$ cat src/lcas_defines.svh
// Timing counts, error codes and clock constants for the loop alignment supervisor.
`ifndef LCAS_DEFINES_SVH
`define LCAS_DEFINES_SVH

`define LCAS_CLK_HZ        25000000
`define LCAS_ALIGN_MS      1000
`define LCAS_DISTURB_MS    2000
`define LCAS_BURST_MS      5000
`define LCAS_RECAL_MS      30000
`define LCAS_BLINK_MS      200
`define LCAS_FAST_HALF_MS  100
`define LCAS_NORM_HALF_MS  500
`define LCAS_SYNC_HALF_MS  1000
`define LCAS_PRESS_TOG_MS  1000
`define LCAS_PRESS_ALN_MS  2000
`define LCAS_PRESS_RST_MS  3000
`define LCAS_CYC_PER_MS    25000

`define LCAS_ERR_NONE      3'h0
`define LCAS_ERR_SHORT     3'h1
`define LCAS_ERR_OPEN      3'h2
`define LCAS_ERR_FREQ      3'h3
`define LCAS_ERR_DISTURB   3'h4
`define LCAS_ERR_PARTNER   3'h6
`define LCAS_ERR_MAXDUR    3'h7

`endif

$ cat src/lcas_pkg.sv
// Types shared by the loop alignment supervisor files.
package lcas_pkg;

  typedef enum logic [1:0] {
    LCAS_IDLE  = 2'b00,
    LCAS_ALIGN = 2'b01,
    LCAS_NEXT  = 2'b10
  } lcas_seq_t;

  typedef logic [2:0] lcas_err_t;

endpackage

$ cat src/lcas_blinker.sv
// Per-channel indicator driver: detection state or error blink bursts.
`timescale 1ns/1ps
`default_nettype none
`include "lcas_defines.svh"

module lcas_blinker
  import lcas_pkg::*;
#(
  parameter int BURST_CYC = 125000000, // Burst repeat period.
  parameter int BLINK_CYC = 5000000    // One blink on+off period.
) (
  input  wire logic      core_clk,  // System clock.
  input  wire logic      rst_n,     // Asynchronous reset, active low.
  input  wire lcas_err_t err_code,  // Channel error code.
  input  wire logic      aligning,  // Channel is aligning.
  input  wire logic      detect,    // Qualified detection state.
  output var  logic      led        // Channel indicator level.
);

  initial begin
    if (BLINK_CYC < 2 || BURST_CYC < 8 * BLINK_CYC) begin
      $error("lcas_blinker: burst too short for seven blinks");
    end
  end

  logic [31:0] burst_r;
  logic [31:0] burst_nxt;
  logic [31:0] blink_r;
  logic [31:0] blink_nxt;
  logic [2:0]  cnt_r;
  logic [2:0]  cnt_nxt;
  logic        led_r;
  logic        led_nxt;

  assign led = led_r;

  // =========================================================================
  // Burst timing
  // Each burst starts at a fresh period boundary; count of blinks equals
  // the error code, and the lamp is lit for the first half of each blink.
  always_comb begin
    burst_nxt = burst_r;
    blink_nxt = blink_r;
    cnt_nxt   = cnt_r;
    led_nxt   = 1'b0;
    if (err_code == `LCAS_ERR_NONE) begin
      burst_nxt = 32'h0000_0000;
      blink_nxt = 32'h0000_0000;
      cnt_nxt   = 3'h0;
      led_nxt   = aligning ? 1'b1 : detect;
    end else begin
      burst_nxt = (burst_r == 32'(BURST_CYC - 1)) ? 32'h0000_0000
                                                  : burst_r + 32'h0000_0001;
      if (burst_r == 32'h0000_0000) begin
        blink_nxt = 32'h0000_0000;
        cnt_nxt   = 3'h0;
      end else if (cnt_r != err_code) begin
        if (blink_r == 32'(BLINK_CYC - 1)) begin
          blink_nxt = 32'h0000_0000;
          cnt_nxt   = cnt_r + 3'h1;
        end else begin
          blink_nxt = blink_r + 32'h0000_0001;
        end
        led_nxt = (blink_r < 32'(BLINK_CYC / 2));
      end
    end
  end

  // Registers of the blink timer.
  always_ff @(posedge core_clk or negedge rst_n) begin
    if (!rst_n) begin
      burst_r <= 32'h0000_0000;
      blink_r <= 32'h0000_0000;
      cnt_r   <= 3'h0;
      led_r   <= 1'b0;
    end else begin
      burst_r <= burst_nxt;
      blink_r <= blink_nxt;
      cnt_r   <= cnt_nxt;
      led_r   <= led_nxt;
    end
  end

endmodule
`default_nettype wire

$ cat src/lcas_supervisor.sv
// Alignment sequencing, fault classification and indicators, four channels.
`timescale 1ns/1ps
`default_nettype none
`include "lcas_defines.svh"

module lcas_supervisor
  import lcas_pkg::*;
#(
  parameter int NCH          = 4,                // Channel count.
  parameter int CYC_PER_MS   = `LCAS_CYC_PER_MS, // Clock cycles per ms.
  parameter int ALIGN_CYC    = `LCAS_ALIGN_MS * `LCAS_CYC_PER_MS,
  parameter int DISTURB_CYC  = `LCAS_DISTURB_MS * `LCAS_CYC_PER_MS,
  parameter int RECAL_CYC    = `LCAS_RECAL_MS * `LCAS_CYC_PER_MS,
  parameter int BURST_CYC    = `LCAS_BURST_MS * `LCAS_CYC_PER_MS,
  parameter int BLINK_CYC    = `LCAS_BLINK_MS * `LCAS_CYC_PER_MS,
  parameter int FAST_CYC     = `LCAS_FAST_HALF_MS * `LCAS_CYC_PER_MS,
  parameter int NORM_CYC     = `LCAS_NORM_HALF_MS * `LCAS_CYC_PER_MS,
  parameter int SYNC_CYC     = `LCAS_SYNC_HALF_MS * `LCAS_CYC_PER_MS,
  parameter int PRESS_TOG    = `LCAS_PRESS_TOG_MS * `LCAS_CYC_PER_MS,
  parameter int PRESS_ALN    = `LCAS_PRESS_ALN_MS * `LCAS_CYC_PER_MS,
  parameter int PRESS_RST    = `LCAS_PRESS_RST_MS * `LCAS_CYC_PER_MS
) (
  input  wire logic             core_clk,           // 25 MHz clock.
  input  wire logic             rst_n,              // Async reset, low.
  input  wire logic             internal_reset,     // Watchdog/power fail.
  input  wire logic             if_reset_req,       // Interface reset pulse.
  input  wire logic             param_xfer,         // Transfer done pulse.
  input  wire logic [NCH-1:0]   param_changed,      // Changed channels.
  input  wire logic [NCH-1:0]   chan_selected,      // Selected channels.
  input  wire logic [NCH-1:0]   chan_active,        // Channel enabled.
  input  wire logic [NCH/2-1:0] dir_logic_en,       // Pair directional.
  input  wire logic [NCH-1:0]   auto_recal_en,      // Per-channel recal.
  input  wire logic             sync_active,        // Master-slave sync.
  input  wire logic [15:0]      max_align_ms,       // Maximum duration.
  input  wire logic             front_reset_button, // Button, high pressed.
  input  wire logic             meas_settled,       // Aligned channel done.
  input  wire logic             meas_ind_low,       // Inductance low.
  input  wire logic             meas_ind_high,      // Inductance high.
  input  wire logic             meas_freq_fail,     // Range not reachable.
  input  wire logic [NCH-1:0]   raw_detect,         // Raw detection.
  output var  logic [1:0]       align_chan,         // Channel aligning.
  output var  logic             align_busy,         // Alignment running.
  output var  logic [NCH-1:0]   detect_out,         // Qualified detection.
  output var  logic [3*NCH-1:0] chan_error,         // Error codes, 3b each.
  output var  logic             error_indicator,    // Collective error.
  output var  logic             function_indicator, // Function lamp.
  output var  logic             channel_one_indicator,  // Lamp 1.
  output var  logic             channel_two_indicator,  // Lamp 2.
  output var  logic             channel_three_indicator, // Lamp 3.
  output var  logic             channel_four_indicator  // Lamp 4.
);

  initial begin
    if (NCH != 4) begin
      $error("lcas_supervisor: four channels supported");
    end
    if (DISTURB_CYC <= ALIGN_CYC || CYC_PER_MS < 1) begin
      $error("lcas_supervisor: inconsistent timing parameters");
    end
  end

  // Error code of one channel from the packed vector.
  function automatic lcas_err_t err_of(input logic [3*NCH-1:0] v,
                                       input int idx);
    err_of = v[3*idx +: 3];
  endfunction

  // =========================================================================
  // Pushbutton press length
  logic [31:0] press_r;
  logic [31:0] press_nxt;
  logic        btn_r;
  logic        lamps_on_r;
  logic        lamps_on_nxt;
  logic        btn_align;
  logic        btn_reset;

  // Release decides the action from the held length.
  always_comb begin
    press_nxt    = press_r;
    lamps_on_nxt = lamps_on_r;
    btn_align    = 1'b0;
    btn_reset    = 1'b0;
    if (front_reset_button) begin
      press_nxt = (press_r == 32'hFFFF_FFFF) ? press_r
                                             : press_r + 32'h0000_0001;
    end else begin
      press_nxt = 32'h0000_0000;
      if (btn_r) begin
        if (press_r < 32'(PRESS_TOG)) begin
          lamps_on_nxt = ~lamps_on_r;
        end else if (press_r <= 32'(PRESS_ALN)) begin
          btn_align = 1'b1;
        end else if (press_r > 32'(PRESS_RST)) begin
          btn_reset = 1'b1;
        end
      end
    end
  end

  always_ff @(posedge core_clk or negedge rst_n) begin
    if (!rst_n) begin
      press_r    <= 32'h0000_0000;
      btn_r      <= 1'b0;
      lamps_on_r <= 1'b1;
    end else begin
      press_r    <= press_nxt;
      btn_r      <= front_reset_button;
      lamps_on_r <= lamps_on_nxt;
    end
  end

  // =========================================================================
  // Alignment requests and the multiplexed sequencer
  logic [NCH-1:0] pend_r;
  logic [NCH-1:0] pend_nxt;
  logic [NCH-1:0] ok_r;
  logic [NCH-1:0] ok_nxt;
  logic [NCH-1:0] block_r;
  logic [NCH-1:0] block_nxt;
  logic [3*NCH-1:0] err_r;
  logic [3*NCH-1:0] err_nxt;
  logic [31:0]    recal_r;
  logic [31:0]    recal_nxt;
  lcas_seq_t      st_r;
  lcas_seq_t      st_nxt;
  logic [1:0]     ch_r;
  logic [1:0]     ch_nxt;
  logic [31:0]    tmr_r;
  logic [31:0]    tmr_nxt;
  logic           powerup_r;
  logic [NCH-1:0] fault_own;
  logic [31:0]    max_cyc;
  logic           any_reset;

  assign any_reset = powerup_r | internal_reset | if_reset_req | btn_reset;
  assign max_cyc   = 32'(max_align_ms) * 32'(CYC_PER_MS);

  // Own faults are those other than the partner error.
  always_comb begin
    for (int i = 0; i < NCH; i++) begin
      fault_own[i] = (err_of(err_r, i) != `LCAS_ERR_NONE) &&
                     (err_of(err_r, i) != `LCAS_ERR_PARTNER);
    end
  end

  always_comb begin
    pend_nxt  = pend_r;
    ok_nxt    = ok_r;
    block_nxt = block_r;
    err_nxt   = err_r;
    st_nxt    = st_r;
    ch_nxt    = ch_r;
    tmr_nxt   = tmr_r;
    recal_nxt = recal_r + 32'h0000_0001;
    if (any_reset) begin
      pend_nxt = {NCH{1'b1}};
      err_nxt  = '0;
    end else begin
      if (btn_align) begin
        pend_nxt = pend_nxt | chan_active;
      end
      if (param_xfer) begin
        pend_nxt = pend_nxt | (param_changed & chan_selected);
      end
      if (recal_r >= 32'(RECAL_CYC)) begin
        recal_nxt = 32'h0000_0000;
        pend_nxt  = pend_nxt | (fault_own & auto_recal_en);
      end
    end
    // Directional pairs: an own fault in one channel disables the other.
    for (int p = 0; p < NCH / 2; p++) begin
      for (int k = 0; k < 2; k++) begin
        if (dir_logic_en[p] && fault_own[2*p+1-k] && !fault_own[2*p+k]) begin
          err_nxt[3*(2*p+k) +: 3] = `LCAS_ERR_PARTNER;
        end else if (err_of(err_r, 2*p+k) == `LCAS_ERR_PARTNER &&
                     !(dir_logic_en[p] && fault_own[2*p+1-k])) begin
          err_nxt[3*(2*p+k) +: 3] = `LCAS_ERR_NONE;
          pend_nxt[2*p+k]        = 1'b1;
        end
      end
    end
    unique case (st_r)
      LCAS_IDLE: begin
        if (!any_reset && pend_r[ch_r]) begin
          st_nxt          = LCAS_ALIGN;
          tmr_nxt         = 32'h0000_0000;
          ok_nxt[ch_r]    = 1'b0;
          block_nxt[ch_r] = raw_detect[ch_r];
        end else begin
          ch_nxt = ch_r + 2'h1;
        end
      end
      LCAS_ALIGN: begin
        tmr_nxt = tmr_r + 32'h0000_0001;
        block_nxt[ch_r] = block_r[ch_r] | raw_detect[ch_r];
        if (any_reset) begin
          st_nxt = LCAS_IDLE;
        end else if (meas_ind_low) begin
          err_nxt[3*ch_r +: 3] = `LCAS_ERR_SHORT;
          st_nxt = LCAS_NEXT;
        end else if (meas_ind_high) begin
          err_nxt[3*ch_r +: 3] = `LCAS_ERR_OPEN;
          st_nxt = LCAS_NEXT;
        end else if (meas_freq_fail) begin
          err_nxt[3*ch_r +: 3] = `LCAS_ERR_FREQ;
          st_nxt = LCAS_NEXT;
        end else if (max_align_ms != 16'h0000 && tmr_r >= max_cyc) begin
          err_nxt[3*ch_r +: 3] = `LCAS_ERR_MAXDUR;
          st_nxt = LCAS_NEXT;
        end else if ((meas_settled && tmr_r >= 32'(ALIGN_CYC - 1)) ||
                     tmr_r >= 32'(DISTURB_CYC)) begin
          // Honour settling after a second; stop at the disturb limit.
          err_nxt[3*ch_r +: 3] = (tmr_r >= 32'(DISTURB_CYC)) ?
                                 `LCAS_ERR_DISTURB : `LCAS_ERR_NONE;
          ok_nxt[ch_r] = (tmr_r < 32'(DISTURB_CYC));
          st_nxt = LCAS_NEXT;
        end
      end
      LCAS_NEXT: begin
        pend_nxt[ch_r] = 1'b0;
        ch_nxt         = ch_r + 2'h1;
        st_nxt         = LCAS_IDLE;
      end
      default: begin
        st_nxt = LCAS_IDLE;
      end
    endcase
    if (any_reset) begin
      ch_nxt   = 2'h0;
      pend_nxt = {NCH{1'b1}};
    end
    // A vehicle held over alignment stays masked until it leaves.
    for (int i = 0; i < NCH; i++) begin
      if (!raw_detect[i] && !(st_r == LCAS_ALIGN && ch_r == 2'(i))) begin
        block_nxt[i] = 1'b0;
      end
    end
  end

  always_ff @(posedge core_clk or negedge rst_n) begin
    if (!rst_n) begin
      pend_r    <= '0;
      ok_r      <= '0;
      block_r   <= '0;
      err_r     <= '0;
      st_r      <= LCAS_IDLE;
      ch_r      <= 2'h0;
      tmr_r     <= 32'h0000_0000;
      recal_r   <= 32'h0000_0000;
      powerup_r <= 1'b1;
    end else begin
      pend_r    <= pend_nxt;
      ok_r      <= ok_nxt;
      block_r   <= block_nxt;
      err_r     <= err_nxt;
      st_r      <= st_nxt;
      ch_r      <= ch_nxt;
      tmr_r     <= tmr_nxt;
      recal_r   <= recal_nxt;
      powerup_r <= 1'b0;
    end
  end

  // =========================================================================
  // Qualified detection and status outputs
  logic [NCH-1:0] det_r;
  logic [NCH-1:0] det_nxt;
  logic [NCH-1:0] aln_vec;
  logic           busy_r;
  logic [1:0]     ach_r;
  logic           errled_r;
  logic [3*NCH-1:0] cerr_r;

  always_comb begin
    for (int i = 0; i < NCH; i++) begin
      aln_vec[i] = (st_r == LCAS_ALIGN) && (ch_r == 2'(i));
      det_nxt[i] = raw_detect[i] && ok_r[i] && !pend_r[i] &&
                   !block_r[i] && chan_active[i] &&
                   (err_of(err_r, i) == `LCAS_ERR_NONE);
    end
  end

  always_ff @(posedge core_clk or negedge rst_n) begin
    if (!rst_n) begin
      det_r    <= '0;
      busy_r   <= 1'b0;
      ach_r    <= 2'h0;
      errled_r <= 1'b0;
      cerr_r   <= '0;
    end else begin
      det_r    <= det_nxt;
      busy_r   <= (st_r == LCAS_ALIGN);
      ach_r    <= ch_r;
      errled_r <= |fault_own | (|err_r);
      cerr_r   <= err_r;
    end
  end

  assign detect_out      = det_r;
  assign align_busy      = busy_r;
  assign align_chan      = ach_r;
  assign error_indicator = errled_r & lamps_on_r;
  assign chan_error      = cerr_r;

  // =========================================================================
  // Function indicator flash rate
  logic [31:0] fct_r;
  logic [31:0] fct_nxt;
  logic        fled_r;
  logic        fled_nxt;
  logic [31:0] half_cyc;

  always_comb begin
    if (st_r == LCAS_ALIGN) begin
      half_cyc = 32'(FAST_CYC);
    end else if (sync_active) begin
      half_cyc = 32'(SYNC_CYC);
    end else begin
      half_cyc = 32'(NORM_CYC);
    end
    fled_nxt = fled_r;
    fct_nxt  = fct_r + 32'h0000_0001;
    if (fct_r >= half_cyc - 32'h0000_0001) begin
      fct_nxt  = 32'h0000_0000;
      fled_nxt = ~fled_r;
    end
  end

  always_ff @(posedge core_clk or negedge rst_n) begin
    if (!rst_n) begin
      fct_r  <= 32'h0000_0000;
      fled_r <= 1'b0;
    end else begin
      fct_r  <= fct_nxt;
      fled_r <= fled_nxt;
    end
  end

  assign function_indicator = fled_r & lamps_on_r;

  // =========================================================================
  // Channel indicators
  logic [NCH-1:0] led_raw;
  logic [NCH-1:0] led_q;

  genvar g;
  generate
    for (g = 0; g < NCH; g++) begin : g_led
      lcas_blinker #(
        .BURST_CYC (BURST_CYC),
        .BLINK_CYC (BLINK_CYC)
      ) u_blink (
        .core_clk (core_clk),
        .rst_n    (rst_n),
        .err_code (err_of(err_r, g)),
        .aligning (aln_vec[g]),
        .detect   (det_r[g]),
        .led      (led_raw[g])
      );
      assign led_q[g] = led_raw[g] & lamps_on_r;
    end
  endgenerate

  assign channel_one_indicator   = led_q[0];
  assign channel_two_indicator   = led_q[1];
  assign channel_three_indicator = led_q[2];
  assign channel_four_indicator  = led_q[3];

endmodule
`default_nettype wire

$ cat config.mk
export PLATFORM = sky130hd
export DESIGN_NAME = lcas_supervisor
export DESIGN_NICKNAME = d
export VERILOG_FILES = /design/src/lcas_pkg.sv /design/src/lcas_blinker.sv /design/src/lcas_supervisor.sv
export VERILOG_INCLUDE_DIRS = /design/src /design/src/src
export SDC_FILE = /design/constraint.sdc
export NUM_CORES = 1
export LEC_CHECK = 0
export BUFFER_PORTS_ARGS = -buffer_cell sky130_fd_sc_hd__buf_2
export CAP_MARGIN = 5
export CORE_UTILIZATION = 50
export DETAILED_ROUTE_END_ITERATION = 7
export MAX_ROUTING_LAYER = met4
export PLACE_DENSITY_LB_ADDON = 0.12
export SLEW_MARGIN = 0
export SYNTH_ARGS = -nofsm -noshare
export SYNTH_HDL_FRONTEND = slang
export SYNTH_SLANG_ARGS = --single-unit
$ cat constraint.sdc
create_clock -name core_clk -period 4.4 [get_ports core_clk]
set_input_delay 0.22 -clock core_clk [delete_from_list [all_inputs] [get_ports core_clk]]
set_output_delay 0.22 -clock core_clk [all_outputs]
set_load 0.05 [all_outputs]
After elaboration in Yosys (flattened, before gate mapping):

Index checks and enable logic that the tools add are counted.

* flip-flop bits (word level): 452
* input port bits: 49
* word-level logic and storage cells: 408
* output and inout port bits: 25

* bitwise operators: 22
* add/sub/neg operators: 19
* shift operators: 6
* $lt $le $gt $ge: 15
* multiply operators: 2
* multiplexer cells: 148
* equality and inequality tests: 40
* reductions and logical operators: 118

Operator list (number)
* 2-to-1 mux 32 bit: 30
* adder 32 x 1 -> 32 bit, second input constant: 12
* variable part select 3 x 34 -> 12 bit, first input constant: 4
* equality test 32 x 23 -> 1 bit, second input constant: 4
* equality test 32 x 27 -> 1 bit, second input constant: 4
* zero test 32 bit: 4
* < comparator 32 x 22 -> 1 bit, second input constant: 4
* 2-to-1 mux 12 bit: 8
* 2-to-1 mux 3 bit: 25
* 2-to-1 mux 4 bit: 16
* one-hot mux 32 bit (2 select lines): 1
* bitwise mux 12 bit: 5
* nonzero test 3 bit: 17
* 2-to-1 mux 25 bit: 2
* logical AND 1 bit: 48
* 2-to-1 mux 1 bit: 41
* negation 4 -> 34 bit: 1
* variable shift 3 x 34 -> 12 bit, first input constant: 1
* variable part select 3 x 34 -> 12 bit: 1
* equality test 32 bit, second input constant: 1
* >= comparator 32 x 25 -> 1 bit, second input constant: 1
* >= comparator 32 x 26 -> 1 bit, second input constant: 1
* >= comparator 32 x 30 -> 1 bit, second input constant: 1
* >= comparator 32 x 31 -> 1 bit: 1
* other kinds (42): 137

Logic depth before layout (Yosys ltp):

* depth after elaboration: 19
* depth in mapped cells: 27
* gate-level depth less buffers: 26

Modules after synthesis:

From an unflattened synthesis, not the netlist that was laid out.

* cells, all modules: 3377
* area total of the unflattened synthesis: 30147.7 µm²

By module, submodules not included
* lcas_blinker: instances 4, sequential area each 1701.6 µm², area an instance 3968.8 µm², cells an instance 452
* lcas_supervisor: instances 1, sequential area each 4506.8 µm², area an instance 14272.4 µm², cells an instance 1569

Worst setup path after synthesis:

No wires, ideal clock.

* kind: in2reg
* start point: input max_align_ms[6]
* end point: register err_r[11]
* stages: 26
* buffers on the path: 2
* arrival: 5787 ps
* library setup time: 138 ps
* data required time: 4262 ps
* path slack: -1526 ps
* cells stage by stage: inv_1 ha_1 ha_1 fa_1 fa_1 inv_1 fa_1 inv_1 ha_1 clkbuf_1 nand3_1 nor4_1 and4b_1 nor3_1 nor3_1 or4_1 o211ai_1 ha_1 o21ai_0 nand2_1 o211ai_1 o21ai_0 or2_2 clkbuf_1 o41ai_1 a32oi_1

* longest elaborated chain between the ends: 9
* elaborated cells between the ends (all ways): 10
* classes of those cells: mul (1); order compare (1); mux (6); reduce/logical (2)

RTL lines
* start: declaration: line lcas_supervisor.sv:34 `input wire logic [15:0] max_align_ms,`
* multiplier 16 x 12 -> 28 bit: line lcas_supervisor.sv:137 `assign max_cyc = 32'(max_align_ms) * 32'(CYC_PER_MS);`
* >= comparator 32 x 31 -> 1 bit: line lcas_supervisor.sv:208 `end else if (max_align_ms != 16'h0000 && tmr_r >= max_cyc) begin`
* logical AND 1 bit *: line lcas_supervisor.sv:208
* 2-to-1 mux 12 bit *: line lcas_supervisor.sv:208
* 2-to-1 mux 12 bit *: line lcas_supervisor.sv:205 `end else if (meas_freq_fail) begin`
* 2-to-1 mux 12 bit *: line lcas_supervisor.sv:202 `end else if (meas_ind_high) begin`
* 2-to-1 mux 12 bit *: line lcas_supervisor.sv:199 `end else if (meas_ind_low) begin`
* 2-to-1 mux 12 bit *: line lcas_supervisor.sv:197 `if (any_reset) begin`
* 2-to-1 mux 12 bit *: line lcas_supervisor.sv:183 `unique case (st_r)`
* named net err_nxt[11]: line lcas_supervisor.sv:122 `logic [3*NCH-1:0] err_nxt;`
* end signal: assignment: line lcas_supervisor.sv:256 `err_r <= err_nxt;`
* end: declaration: line lcas_supervisor.sv:121 `logic [3*NCH-1:0] err_r;`

Mark *: on every way through the listed nets, which the timed path passes. The rest lies on a longest branch.
A chain may end at the register's enable or synchronous reset.

Final worst setup path:

* start point: input max_align_ms[2]
* end point: register err_r[11]

The elaborated chain is that of the path after synthesis.

==> qor.json <==
{
  "run_status": {"value": "complete, but fails checks"},
  "failing_checks": {"value": "setup timing"},
  "critical_path.slowest_cell": {"value": "sky130_fd_sc_hd__fa_1"},
  "min_path_type": {"value": "input pin to flip-flop"},
  "critical_path_peak_fanout": {"value": 6},
  "clock_tree_from_tritoncts": {"value": "done"},
  "postSynthRegisterBits": {"value": 452},
  "cpPeakStageDelay": {"value": 0.54, "unit": "ns"},
  "gr-usage-all-layers": {"value": 0.2560},
  "dr.first_iter.drc_count": {"value": 1731},
  "final.hold.worst_slack": {"value": 0.03002, "unit": "ns"},
  "yosysTopAreaCellShare": {"value": 0.3848},
  "mostFrequentLayoutCells": {"value": "450 x sky130_fd_sc_hd__dfrtp_1, 389 x sky130_fd_sc_hd__nor2_1, 258 x sky130_fd_sc_hd__nand2_1"},
  "cts_buffers": {"value": 50},
  "critPathRequiredTime": {"value": 4.87, "unit": "ns"},
  "route.final.wire_length": {"value": 73390, "unit": "µm"},
  "post-dp-hpwl": {"value": 52500, "unit": "µm"},
  "synth_cells": {"value": 3246},
  "critical_path_arrival": {"value": 5.71, "unit": "ns"},
  "cellLeakagePower": {"value": 14.85, "unit": "nW"},
  "grt.busiest_layer": {"value": "met2"},
  "coreArea": {"value": 57810, "unit": "µm²"},
  "power.total": {"value": 14.87, "unit": "mW"},
  "dr_vias_cell": {"value": 5.762},
  "post-route-period-util": {"value": 1.190},
  "clock_h_tree_levels": {"value": 2},
  "timing.final.max_slew_violations": {"value": 0},
  "die_area": {"value": 59500, "unit": "µm²"},
  "finish.cell_count_without_fillers": {"value": 4239},
  "worstSetupStartpointType": {"value": "input pin"},
  "timing.max_cap.violations": {"value": 0},
  "floorplan.initialDensity": {"value": 0.5063},
  "drt-pass1-iter-count": {"value": 5},
  "hold_violations": {"value": 0},
  "number_of_buffer_cells_added_on_primary_ports": {"value": 73},
  "slew_headroom": {"value": 0.2162},
  "row_count": {"value": 88},
  "period_minus_ws_final": {"value": 5.235, "unit": "ns"},
  "clock_skew": {"value": 0.01725, "unit": "ns"},
  "worst_setup_hold_path_clk_slew": {"value": 0.06, "unit": "ns"},
  "worst_skew_pair.late_latency": {"value": 0.60, "unit": "ns"},
  "synth.lib_cells_used.distinct": {"value": 97},
  "final_common_cell": {"value": "sky130_fd_sc_hd__dfrtp_1"},
  "synth_edf_count": {"value": 0},
  "wire_per_inst": {"value": 17.31, "unit": "µm"},
  "global_route.overflow_total": {"value": 0},
  "yosysWarningCount": {"value": 0},
  "clock_sink_count": {"value": 452},
  "grt_start_max_net_pins": {"value": 122},
  "final_layout_size_suffix_gt1_frac": {"value": 0.1415},
  "cts_root_buf": {"value": "sky130_fd_sc_hd__clkbuf_16"},
  "placed_area": {"value": 31680, "unit": "µm²"},
  "io-pin-count": {"value": 74},
  "synthArstFlopShare": {"value": 1.000},
  "gp_routability_congestion": {"value": 0.9246},
  "critPathBufInv": {"value": 6},
  "dp.cells": {"value": 4112},
  "worst_slew_pin_slew": {"value": 1.176, "unit": "ns"},
  "dr_total_vias": {"value": 24430},
  "netlist_area": {"value": 29270, "unit": "µm²"},
  "final-setup-viol-count": {"value": 18},
  "fmax": {"value": 0.1910, "unit": "GHz"},
  "unrepaired_setup_endpoints_after_global_routing": {"value": "yes"},
  "worst_path_most_repeated_cell": {"value": "sky130_fd_sc_hd__ha_4"},
  "crit_family": {"value": "adder cells"},
  "met1_usage": {"value": 0.3477},
  "use_met3": {"value": 0.02744},
  "post-route-drc-count": {"value": 0},
  "grt_use_met2": {"value": 0.4037},
  "crit_type": {"value": "input pin to flip-flop"},
  "fin_nets": {"value": 3702},
  "cts_max_path_bufs": {"value": 3},
  "flow.area_growth_from_synthesis": {"value": 17.00, "unit": "%"},
  "syn_area_per_cell": {"value": 9.016, "unit": "µm²"},
  "synth-seq-area-share": {"value": 0.3866},
  "peak_ir_drop_on_the_vdd_network": {"value": 357.8, "unit": "µV"},
  "die_height": {"value": 243.9, "unit": "µm"},
  "final_cell_area": {"value": 34240, "unit": "µm²"},
  "post-route-worst-setup-slack": {"value": -0.8351, "unit": "ns"},
  "via_count_of_the_first_global_routing_pass": {"value": 24300},
  "timing.critical_path.to_type": {"value": "flip-flop"},
  "synth_largest_area_cell": {"value": "sky130_fd_sc_hd__dfrtp_1"},
  "synthFlopType": {"value": "sky130_fd_sc_hd__dfrtp_1"},
  "final_antenna_net_count": {"value": 0},
  "power_density": {"value": 434.2, "unit": "nW/µm²"},
  "timing.setup.tns": {"value": -12.97, "unit": "ns"},
  "grt_antenna_before_repair": {"value": 4},
  "ys_top_cells_by_area": {"value": "sky130_fd_sc_hd__dfrtp_1 38%, sky130_fd_sc_hd__ha_1 8.1%, sky130_fd_sc_hd__nor2_1 5.0%, sky130_fd_sc_hd__xnor2_1 5.0%, sky130_fd_sc_hd__xor2_1 4.4%"},
  "grt_pass1_wl": {"value": 123300, "unit": "µm"},
  "die-width": {"value": 243.9, "unit": "µm"}
}
[sequential cells by signal, summed over array words and instances, names as in the netlist]
name                   flops
powerup_r                  1
ok_r                       4
lamps_on_r                 1
tmr_r                     32
block_r                    4
err_r                     12
press_r                   32
fled_r                     1
chan_error                12
btn_r                      1
g_led.u_blink.blink_r    128
fct_r                     32
align_chan                 2
pend_r                     4
align_busy                 1
recal_r                   32
g_led.u_blink.led          4
errled_r                   1
ch_r                       2
g_led.u_blink.burst_r    128
detect_out                 4
g_led.u_blink.cnt_r       12
st_r                       2
[cell families after synthesis]
logic type,count (synthesis),share of synthesized area
compound gates,491,0.1133
xor+xnor,313,0.09367
fa+ha+maj,225,0.1054
buf+inv,309,0.04168
flops,452,0.3866
mux,19,0.007396
other cells,2,0.0002566
simple gates,1435,0.2516
[final cells by class]
cell class	instances	area [µm²]
fillers	5031	23560
multi-input cells	2493	17720
flip-flops and latches	452	11310
repair buffers	243	1849
clock buffers	67	1396
well taps	765	957.2
inverters	188	723.2
clock inverters	26	270.3
diodes	5	12.51
[worst reg2reg max path: stages (launching register included)]
cell and delay (ns):
sky130_fd_sc_hd__dfrtp_1 0.43, sky130_fd_sc_hd__nor4_4 0.41, sky130_fd_sc_hd__nand4b_1 0.23, sky130_fd_sc_hd__or3_1 0.44, sky130_fd_sc_hd__a31o_4 0.33, sky130_fd_sc_hd__nor2_1 0.57
sky130_fd_sc_hd__a211oi_1 0.13, sky130_fd_sc_hd__a32oi_1 0.20, sky130_fd_sc_hd__dlygate4sd3_1 0.56
[where the power goes]
part           switching [mW]  leakage, nW  internal (mW)
clock network            1.75        0.826           2.52
logic                    3.36         7.82           2.54
registers               0.306         6.20           4.39
total                    5.42         14.8           9.45
[path summary, 6_finish.rpt]
kind                                 start                            to  slack [ns]  depth (start not counted)
min                          raw_detect[0]                    block_r[0]        0.03                          3
max reg2reg                    press_r[31]                     pend_r[0]        1.05                          8
min in group asynchronous            rst_n  g_led[1].u_blink.burst_r[27]        0.27                          2
max                        max_align_ms[2]                     err_r[11]       -0.84                         28
max in group asynchronous            rst_n  g_led[3].u_blink.burst_r[27]        2.96                          3
min reg2reg                       err_r[0]                 chan_error[0]        0.48                          0
[through the flow]
| step | setup slack, ns | utilization |
|---|---|---|
| 2_1_floorplan | -0.9027 | - |
| 3_3_place_gp | -1.538 | 0.5480 |
| 3_5_place_dp | -1.714 | 0.5480 |
| 4_1_cts | -0.6952 | 0.5859 |
| 5_1_grt | -1.015 | 0.5923 |
| 6_report | -0.8351 | 0.5924 |
[Yosys cell counts, drive strengths merged, types with 91 or more instances]
library cell,count
ha,189
nor3,91
xnor2,166
clkbuf,91
xor2,147
inv,188
nor4,91
o21ai,171
nand4,109
nor2,391
nand3,154
dfrtp,450
nand2,261
[metal layers]
layer  wire, µm  vias to the layer above  share of wire
met5          0                        -              0
met4       1895                        0          0.026
met3       3121                      132          0.043
met2      34290                      561           0.47
met1      34080                    11900           0.46
li1           -                    11840              -
[timing repair]
| item | in CTS | in global routing |
|---|---|---|
| endpoints found under the hold margin | 106 | 0 |
| resized for setup | 66 | 57 |
| endpoints found under the setup margin | 18 | 18 |
| setup buffers | 5 | 7 |
| pin swaps | 61 | 36 |
| gates cloned | 1 | 0 |
| hold buffers | 16 | 0 |
Note: power is estimated with default switching activity, not from simulation.
